--- src/dpsc_map.svh ---
// constants for the dds profile sweep core
`ifndef DPSC_MAP_SVH
`define DPSC_MAP_SVH
`define DPSC_PHASE_W      48
`define DPSC_AMP_W        14
`define DPSC_POFF_W       14
`define DPSC_NUM_PROF     8
`define DPSC_SEL_W        3
`define DPSC_RATE_W       16
`define DPSC_SYNC_DIV     4
`define DPSC_CF1_NODWELL  16
`define DPSC_CF1_SWEEP_EN 17
`define DPSC_CF1_W        32
`define DPSC_FIFO_DEPTH   16
`define DPSC_LUT_ADDR_W   6
`define DPSC_CF1_RESET    32'h0000_0000
`endif

--- src/dpsc_pkg.sv ---
// types for the dds profile sweep core
`default_nettype none
package dpsc_pkg;
  typedef enum logic [1:0]
  {
    DPSC_TONE  = 2'b00,
    DPSC_SWEEP = 2'b01
  } dpsc_mode_t;
  typedef logic [47:0] dpsc_word_t;
  typedef logic [13:0] dpsc_poff_t;
endpackage
`default_nettype wire

--- src/dpsc_fifo.sv ---
// parameterised flip-flop fifo with valid and ready on both sides
`include "dpsc_map.svh"
`default_nettype none
module dpsc_fifo
#(
  parameter int WIDTH = 14,
  parameter int DEPTH = 16
)
(
  input  wire logic             i_ref_clk,
  input  wire logic             i_reset_n,
  input  wire logic             i_in_valid,
  output logic                  o_in_ready,
  input  wire logic [WIDTH-1:0] i_in_data,
  output logic                  o_out_valid,
  input  wire logic             i_out_ready,
  output logic      [WIDTH-1:0] o_out_data
);
  localparam int AW = $clog2(DEPTH);
  logic [WIDTH-1:0] mem_q [DEPTH];
  logic [AW-1:0]    wr_q;
  logic [AW-1:0]    rd_q;
  logic [AW:0]      cnt_q;
  wire              push;
  wire              pop;
  assign o_in_ready  = (cnt_q != (AW+1)'(DEPTH));
  assign o_out_valid = (cnt_q != '0);
  assign push        = i_in_valid && o_in_ready;
  assign pop         = o_out_valid && i_out_ready;
  assign o_out_data  = mem_q[rd_q];
  always_ff @(posedge i_ref_clk)
  begin
    if (push)
      mem_q[wr_q] <= i_in_data;
  end
  always_ff @(posedge i_ref_clk or negedge i_reset_n)
  begin
    if (!i_reset_n)
    begin
      wr_q  <= '0;
      rd_q  <= '0;
      cnt_q <= '0;
    end
    else
    begin
      if (push)
        wr_q <= (wr_q == AW'(DEPTH-1)) ? '0 : wr_q + 1'b1;
      if (pop)
        rd_q <= (rd_q == AW'(DEPTH-1)) ? '0 : rd_q + 1'b1;
      cnt_q <= cnt_q + (AW+1)'(push) - (AW+1)'(pop);
    end
  end
endmodule
`default_nettype wire

--- src/dpsc_core.sv ---
// dds core: profiles, linear sweep, phase accumulator, cosine stage, dac fifo
//
// Summary of operation
// - 48-bit phase accumulator adds active tuning word each sample, wrapping
// - active profile phase offset added to accumulator phase before amplitude stage
// - amplitude stage outputs cosine of offset phase, full range is 2 pi
// - one 14-bit amplitude word toward the dac each sample clock
// - single-tone uses active profile tuning word and its static offset
// - eight profiles, each with 48-bit tuning word and 14-bit offset
// - active profile index equals binary value on three select pins
// - tuning word and offset come from one profile in single-tone; in sweep only the offset does
// - sweep active when control bit 17 set and bit 16 clear
// - sweep lower limit is profile 0 word, upper limit profile 1 word
// - select pin 0 high sweeps up, low sweeps down
// - sweeping up adds rising step word every rising interval sync cycles
// - sweeping down subtracts falling step word every falling interval sync cycles
// - upward step past upper limit clamps there, holds while pin high
// - downward step past lower limit clamps there, holds while pin low
// - direction change continues from current frequency with new direction values
// - sync clock is sample clock divided by four
`include "dpsc_map.svh"
`default_nettype none
module dpsc_core
  import dpsc_pkg::*;
#(
  parameter int PHASE_W = `DPSC_PHASE_W,
  parameter int AMP_W   = `DPSC_AMP_W,
  parameter int RATE_W  = `DPSC_RATE_W,
  parameter int DEPTH   = `DPSC_FIFO_DEPTH
)
(
  input  wire logic                 i_ref_clk,
  input  wire logic                 i_reset_n,
  input  wire logic [`DPSC_CF1_W-1:0] i_control_function_one,
  input  wire logic                 i_prof_we,
  input  wire logic [2:0]           i_prof_addr,
  input  wire dpsc_pkg::dpsc_word_t i_prof_freq_tuning_word,
  input  wire dpsc_pkg::dpsc_poff_t i_prof_phase_offset,
  input  wire dpsc_pkg::dpsc_word_t i_rising_step_word,
  input  wire dpsc_pkg::dpsc_word_t i_falling_step_word,
  input  wire logic [RATE_W-1:0]    i_rising_interval_word,
  input  wire logic [RATE_W-1:0]    i_falling_interval_word,
  input  wire logic                 i_profile_sel_bit0,
  input  wire logic                 i_profile_sel_bit1,
  input  wire logic                 i_profile_sel_bit2,
  input  wire logic                 i_dac_ready,
  output logic                      o_dac_valid,
  output logic [AMP_W-1:0]          o_dac_data,
  output logic                      o_sample_dropped,
  output dpsc_pkg::dpsc_mode_t      o_mode,
  output dpsc_pkg::dpsc_word_t      o_active_freq_tuning_word
);
  import dpsc_pkg::*;

  ////////////////////////////////////////////////////////////////////////////
  // profile select pins, two-flop synchroniser
  logic [2:0] sel_meta_q;
  logic [2:0] sel_q;
  always_ff @(posedge i_ref_clk or negedge i_reset_n)
  begin
    if (!i_reset_n)
    begin
      sel_meta_q <= 3'h0;
      sel_q      <= 3'h0;
    end
    else
    begin
      sel_meta_q <= {i_profile_sel_bit2, i_profile_sel_bit1, i_profile_sel_bit0};
      sel_q      <= sel_meta_q;
    end
  end

  ////////////////////////////////////////////////////////////////////////////
  // profile storage
  dpsc_word_t prof_ftw_q [`DPSC_NUM_PROF];
  dpsc_poff_t prof_poff_q [`DPSC_NUM_PROF];
  genvar gp;
  generate
    for (gp = 0; gp < `DPSC_NUM_PROF; gp++)
    begin : g_prof
      always_ff @(posedge i_ref_clk or negedge i_reset_n)
      begin
        if (!i_reset_n)
        begin
          prof_ftw_q[gp]  <= 48'h0;
          prof_poff_q[gp] <= 14'h0;
        end
        else if (i_prof_we && (i_prof_addr == 3'(gp)))
        begin
          prof_ftw_q[gp]  <= i_prof_freq_tuning_word;
          prof_poff_q[gp] <= i_prof_phase_offset;
        end
      end
    end
  endgenerate

  // one index picks both words of a profile
  wire        [2:0] act_idx  = sel_q;
  wire dpsc_word_t  act_ftw  = prof_ftw_q[act_idx];
  wire dpsc_poff_t  act_poff = prof_poff_q[act_idx];
  wire dpsc_word_t  lower    = prof_ftw_q[0];
  wire dpsc_word_t  upper    = prof_ftw_q[1];

  ////////////////////////////////////////////////////////////////////////////
  // mode decode
  wire sweep_on = i_control_function_one[`DPSC_CF1_SWEEP_EN]
                  && !i_control_function_one[`DPSC_CF1_NODWELL];
  wire dir_up   = sel_q[0];
  assign o_mode = sweep_on ? DPSC_SWEEP : DPSC_TONE;

  ////////////////////////////////////////////////////////////////////////////
  // sync clock tick, sample clock divided by four
  logic [1:0] div_q;
  wire        sync_tick = (div_q == 2'(`DPSC_SYNC_DIV - 1));
  always_ff @(posedge i_ref_clk or negedge i_reset_n)
  begin
    if (!i_reset_n)
      div_q <= 2'h0;
    else
      div_q <= div_q + 2'h1;
  end

  ////////////////////////////////////////////////////////////////////////////
  // sweep interval counter and frequency accumulator
  logic [RATE_W-1:0] ivl_cnt_q;
  logic              dir_q;
  logic              sweep_q;
  dpsc_word_t        sweep_ftw_q;
  wire [RATE_W-1:0]  ivl_word = dir_up ? i_rising_interval_word
                                       : i_falling_interval_word;
  wire               dir_chg  = (dir_up != dir_q) || !sweep_q;
  wire               ivl_done = sync_tick && (ivl_cnt_q + 1'b1 >= ivl_word);
  wire        [48:0] up_sum   = {1'b0, sweep_ftw_q} + {1'b0, i_rising_step_word};
  wire        [48:0] dn_diff  = {1'b0, sweep_ftw_q} - {1'b0, i_falling_step_word};
  wire dpsc_word_t   up_next  = (up_sum[48] || (up_sum[47:0] > upper))
                                ? upper : up_sum[47:0];
  wire dpsc_word_t   dn_next  = (dn_diff[48] || (dn_diff[47:0] < lower))
                                ? lower : dn_diff[47:0];
  wire               step     = sweep_on && !dir_chg && ivl_done;

  always_ff @(posedge i_ref_clk or negedge i_reset_n)
  begin
    if (!i_reset_n)
    begin
      ivl_cnt_q   <= '0;
      dir_q       <= 1'b0;
      sweep_q     <= 1'b0;
      sweep_ftw_q <= 48'h0;
    end
    else
    begin
      sweep_q <= sweep_on;
      dir_q   <= dir_up;
      if (!sweep_on)
        sweep_ftw_q <= lower;
      else if (step)
        sweep_ftw_q <= dir_up ? up_next : dn_next;
      if (dir_chg || step)
        ivl_cnt_q <= '0;
      else if (sync_tick)
        ivl_cnt_q <= ivl_cnt_q + 1'b1;
    end
  end

  ////////////////////////////////////////////////////////////////////////////
  // phase accumulator and offset
  dpsc_word_t       acc_q;
  wire dpsc_word_t  ftw_now = sweep_on ? sweep_ftw_q : act_ftw;
  assign o_active_freq_tuning_word = ftw_now;
  logic [AMP_W-1:0] phase_q;
  always_ff @(posedge i_ref_clk or negedge i_reset_n)
  begin
    if (!i_reset_n)
    begin
      acc_q   <= 48'h0;
      phase_q <= '0;
    end
    else
    begin
      acc_q   <= acc_q + ftw_now;
      phase_q <= acc_q[47 -: 14] + act_poff;
    end
  end

  ////////////////////////////////////////////////////////////////////////////
  // cosine stage: quarter-wave table with quadrant folding
  function automatic logic [12:0] dpsc_qcos(input logic [5:0] a);
    real x;
    x = $cos((real'(a) + 0.5) * 3.14159265358979 / 128.0);
    return 13'($rtoi(x * 8191.0));
  endfunction

  logic [12:0] lut [64];
  genvar gl;
  generate
    for (gl = 0; gl < 64; gl++)
    begin : g_lut
      assign lut[gl] = dpsc_qcos(6'(gl));
    end
  endgenerate

  wire   [1:0] quad   = phase_q[13:12];
  wire   [5:0] fine   = phase_q[11:6];
  wire   [5:0] lidx   = quad[0] ? ~fine : fine;
  wire  [12:0] mag    = lut[lidx];
  wire         neg    = quad[0] ^ quad[1];
  wire  [13:0] amp    = neg ? (14'h2000 - {1'b0, mag}) : (14'h2000 + {1'b0, mag});

  logic [AMP_W-1:0] amp_q;
  always_ff @(posedge i_ref_clk or negedge i_reset_n)
  begin
    if (!i_reset_n)
      amp_q <= '0;
    else
      amp_q <= amp;
  end

  ////////////////////////////////////////////////////////////////////////////
  // dac fifo, one word per sample
  logic in_ready;
  logic amp_vld_q;
  always_ff @(posedge i_ref_clk or negedge i_reset_n)
  begin
    if (!i_reset_n)
    begin
      amp_vld_q        <= 1'b0;
      o_sample_dropped <= 1'b0;
    end
    else
    begin
      amp_vld_q        <= 1'b1;
      o_sample_dropped <= amp_vld_q && !in_ready;
    end
  end

  dpsc_fifo #(.WIDTH(AMP_W), .DEPTH(DEPTH)) u_fifo
  (
    .i_ref_clk   (i_ref_clk),
    .i_reset_n   (i_reset_n),
    .i_in_valid  (amp_vld_q),
    .o_in_ready  (in_ready),
    .i_in_data   (amp_q),
    .o_out_valid (o_dac_valid),
    .i_out_ready (i_dac_ready),
    .o_out_data  (o_dac_data)
  );
endmodule
`default_nettype wire

--- config.mk ---
export PLATFORM = sky130hd
export DESIGN_NAME = dpsc_core
export DESIGN_NICKNAME = d
export VERILOG_FILES = /design/src/dpsc_pkg.sv /design/src/dpsc_fifo.sv /design/src/dpsc_core.sv
export VERILOG_INCLUDE_DIRS = /design/src
export SDC_FILE = /design/constraint.sdc
export NUM_CORES = 2
export LEC_CHECK = 0
export BUFFER_PORTS_ARGS = -buffer_cell sky130_fd_sc_hd__buf_2
export CAP_MARGIN = 20
export CORE_MARGIN = 2
export CORE_UTILIZATION = 55
export CTS_CLUSTER_DIAMETER = 50
export CTS_CLUSTER_SIZE = 28
export DETAILED_ROUTE_END_ITERATION = 10
export HOLD_SLACK_MARGIN = 0.03
export PLACE_DENSITY = 0.73
export SLEW_MARGIN = 20
export SYNTH_ARGS = -nofsm -noshare
export SYNTH_HDL_FRONTEND = slang
export SYNTH_SLANG_ARGS = --single-unit
--- constraint.sdc ---
create_clock -name i_ref_clk -period 5.5 [get_ports i_ref_clk]
set_input_delay 1.1 -clock i_ref_clk [delete_from_list [all_inputs] [get_ports i_ref_clk]]
set_output_delay 1.1 -clock i_ref_clk [all_outputs]
set_load 0.02 [all_outputs]
==> metrics.md <==
| Metric | Value |
|---|---|
| Status | complete, but fails checks |
| Violations in the final reports | negative setup slack |
| Hold bufs inserted after CTS | 0 |
| Cell area after layout | 61,580 sq um |
| Slack of the worst reg-to-reg path | -140 ps |
| Synth Warn # | 0 |
| Width of the die | 307.5 um |
| Most used DFF post-synth | sky130_fd_sc_hd__dfrtp_1 |
| Post-Synthesis Net Count | 4,856 |
| CP Data Required Time | 6080 ps |
| Global routing met2 resource utilization | 53.14% |
| Worst skew pair latency | 690 ps |
| Hold-critical path endpoint | act_idx[0] |
| M1 GR Usage | 42.25% |
| Maximum operating frequency | 0.1774 GHz |
| Post-CTS clock slew at the launch and capture registers of the worst setup and hold paths | 80 ps |
| Number of cells produced by synthesis | 4,333 |
| Met3 global-route usage | 5.698% |
| Mean instance size in the synthesized netlist | 11.69 sq um |
| DPL Wire Length | 108,600 um |
| Category of the worst setup path capture point | flop |
| Critical Path Fanout Max | 7 |
| Cell variety after synth | 94 |
| Proportion of layout cells with a drive suffix above 1 | 35.61% |
| Synthesized area | 50,670 sq um |
| Clock period minus worst slack | 5638 ps |
| Number of buffers on the longest clock path | 3 |
| Inserted Clock Buffers | 92 |
| Max-Slew Margin vs Limit | 22.74% |
| Hold path depth | 0 |
| Standard cell core area | 91,520 sq um |
| Area growth syn-to-layout | 21.52% |
| Number of nets with antenna violations after routing | 0 |
| Filler instances | 6,703 |
| DRC Markers | 0 |
| Total via count in the routed design | 39.38k |
| Number of cell instances on the worst register-to-register path | 32 |
| Final Routed Wirelength | 152,300 um |
| Post-layout nets | 5,603 |
| Antenna violations before repair | 14 |
| Post-Place Cell Area | 57,170 sq um |
| Number of failing hold endpoints at the final stage | 0 |
| Final Max Slew Viols | 0 |
| Number of ports placed on the die boundary | 298 |
| Die span in y | 307.5 um |
| Cells taking the most area after synthesis | sky130_fd_sc_hd__dfrtp_1 (32%), sky130_fd_sc_hd__edfxtp_1 (13%), sky130_fd_sc_hd__mux2_2 (9.4%) |
| CTS Sinks | 879 |
| Area of the die | 94,570 sq um |
| Largest vdd supply drop | 0.0003643 V |
| Number of enable-type register cells in the synthesized netlist | 224 |
| Sequential-to-total area share from yosys stat | 45.62% |
| Yosys top cell by area | sky130_fd_sc_hd__dfrtp_1 |
| Routability congestion estimate | 0.9736 |
| Root cell of the clock tree | sky130_fd_sc_hd__clkbuf_16 |
| Top cell type's share of synthesized area | 32.35% |
| Mean routed wirelength per cell | 23.98 um |
| Most common cell after layout, fill and taps aside | sky130_fd_sc_hd__dfrtp_1 |
| Pin count of the biggest net entering global routing | 118 |
| Count of buffers inserted at the top-level ports | 266 |
| Slowest Stage Delay on Critical Path | 440 ps |
| Highest-count cells in the layout ignoring fill and taps | sky130_fd_sc_hd__dfrtp_1 (649), sky130_fd_sc_hd__buf_4 (569), sky130_fd_sc_hd__mux2_2 (419) |
| Setup repair after global routing missed its margin | true |
| Worst Tran Pin Value | 1158 ps |
| Final setup violation count | 40 |
| Pre-CTS setup slack | -1228 ps |
| Global route overflow | 0 |
| Worst hold-check path type | flop to flop |
| Total Routing Usage GR | 32.16% |
| Startpoint type of the worst setup path | primary input |
| Async SR Flop Fraction | 74.52% |
| Maximum capacitance violations | 0 |
| Leakage | 27.11 nW |
| Slack of the critical path | -137.7 ps |
| CP Class | primary input to flop |
| Standard-cell rows | 111 |
| Number of vias per cell after detailed routing | 6.199 |
| Number of global-route vias before repair | 39.34k |
| Initial Util | 55.37% |
| Reg-to-Reg End | sweep_ftw_q[6] |
| Violation count after the first detailed-route iteration | 3,507 |
| Wire length of the first global-routing pass | 232,400 um |
| Number of synthesized register bits | 879 |
| Arrival time reported for the critical path endpoint | 6210 ps |
| CTS tree | yes |
| Slowest stage cell on the critical path | sky130_fd_sc_hd__xnor2_1 |
| CTS H-tree lvls | 3 |
| Post-route fraction of the period consumed by the critical path | 102.5% |
| Number of iterations in the first detailed-routing pass | 7 |
| R2R Path Start | sweep_ftw_q[0] |
| Worst clock skew | 27.45 ps |
| GRT busiest layer | met2 |
| Power density over the cells | 531.9 nW/um^2 |
| Min-Delay Startpoint | sel_meta_q[0] |
-- layout make-up --
| class | instances | area (sq um) | area share [%] |
|---|---|---|---|
| diodes | 8 | 20.02 | 0.03251 |
| repair buffers | 884 | 6406 | 10.40 |
| clock inverters | 69 | 914.6 | 1.485 |
| well taps | 1186 | 1484 | 2.410 |
| multi-input cells | 2993 | 26370 | 42.82 |
| clock buffers | 103 | 2384 | 3.871 |
| inverters | 230 | 865.8 | 1.406 |
| flip-flops and latches | 879 | 23130 | 37.57 |
-- cells in the mapped netlist, drive strengths merged (65+ instances only) --
| library cell | number |
|---|---|
| dfrtp | 655 |
| mux2 | 422 |
| nand2 | 362 |
| o21ai | 295 |
| ha | 287 |
| a21oi | 239 |
| inv | 228 |
| edfxtp | 224 |
| mux4 | 197 |
| clkbuf | 160 |
| nor2 | 153 |
| xnor2 | 113 |
| mux2i | 109 |
| a21o | 93 |
| buf | 71 |
| xor2 | 65 |
-- repair_timing --
item,4_1_cts,5_1_grt
setup endpoints to repair,48,51
hold endpoints to repair,0,0
setup buffers,27,29
pin swaps,31,84
resized for setup,48,89
cloned,0,4
-- where the power goes --
part | internal (mW) | switching [mW]
logic | 7.77 | 8.54
registers | 8.40 | 1.36
clock network | 3.71 | 2.97
-- sequential cells by signal (all words and copies together), names as in the netlist --
register	count
prof_ftw_q	288
u_fifo.mem_q	224
prof_poff_q	112
acc_q	48
lower	48
sweep_ftw_q	48
upper	48
ivl_cnt_q	16
amp_q	14
phase_q	8
u_fifo.cnt_q	5
u_fifo.rd_q	4
u_fifo.wr_q	4
act_idx	3
sel_meta_q	3
div_q	2
amp_vld_q	1
dir_q	1
o_sample_dropped	1
sweep_q	1
-- critical path, delay by kind of cell --
family          cells  cell delay [ps]
buf+inv             9             1200
simple gates        5              790
fa+ha+maj           2              570
xor+xnor            1              440
compound gates     11             2110
-- routing by layer --
metal / vias up / routed length, um
li1: 17700 / -
met1: 19730 / 61860
met5: - / 80
met3: 367 / 10850
met4: 12 / 6820
met2: 1558 / 72720
-- stage by stage --
stage	hold slack [ps]	TNS (ps)	power (mW)	instances	util, %
6_report	345.4	-2513	32.75	6352	67.28
5_1_grt	350.8	-9738	34.62	6349	67.27
4_1_cts	344.4	-2396	32.21	6316	66.54
3_5_place_dp	337.2	-52910	24.98	6117	62.47
3_3_place_gp	334.5	-47040	24.60	6117	62.47
2_1_floorplan	331.2	-260.9	19.31	4333	-
-- kinds of logic after synthesis --
| family | share of synthesized area, % |
|---|---|
| xor gates and xnor gates | 3.077 |
| AOI/OAI and AO/OA | 12.78 |
| adders and majority gates | 7.245 |
| DFF | 45.62 |
| buffers and inverters | 3.612 |
| muxes | 20.29 |
| and+or+nand+nor | 7.363 |
| other | 0.01482 |
-- worst max path at each step --
stage | start | end | slack (ps) | cells past startpoint
finish | i_falling_step_word[2] | sweep_ftw_q[6] | -140 | 28
global route | sweep_ftw_q[0] | sweep_ftw_q[6] | -280 | 29
CTS | sweep_ftw_q[0] | sweep_ftw_q[36] | -140 | 26
detailed placement | i_rising_step_word[0] | sweep_ftw_q[7] | -1230 | 25
global placement | i_rising_step_word[0] | sweep_ftw_q[2] | -1070 | 25
floorplan | i_rising_step_word[0] | sweep_ftw_q[15] | -20 | 24
No activity file was read; power rests on OpenSTA's default activity.
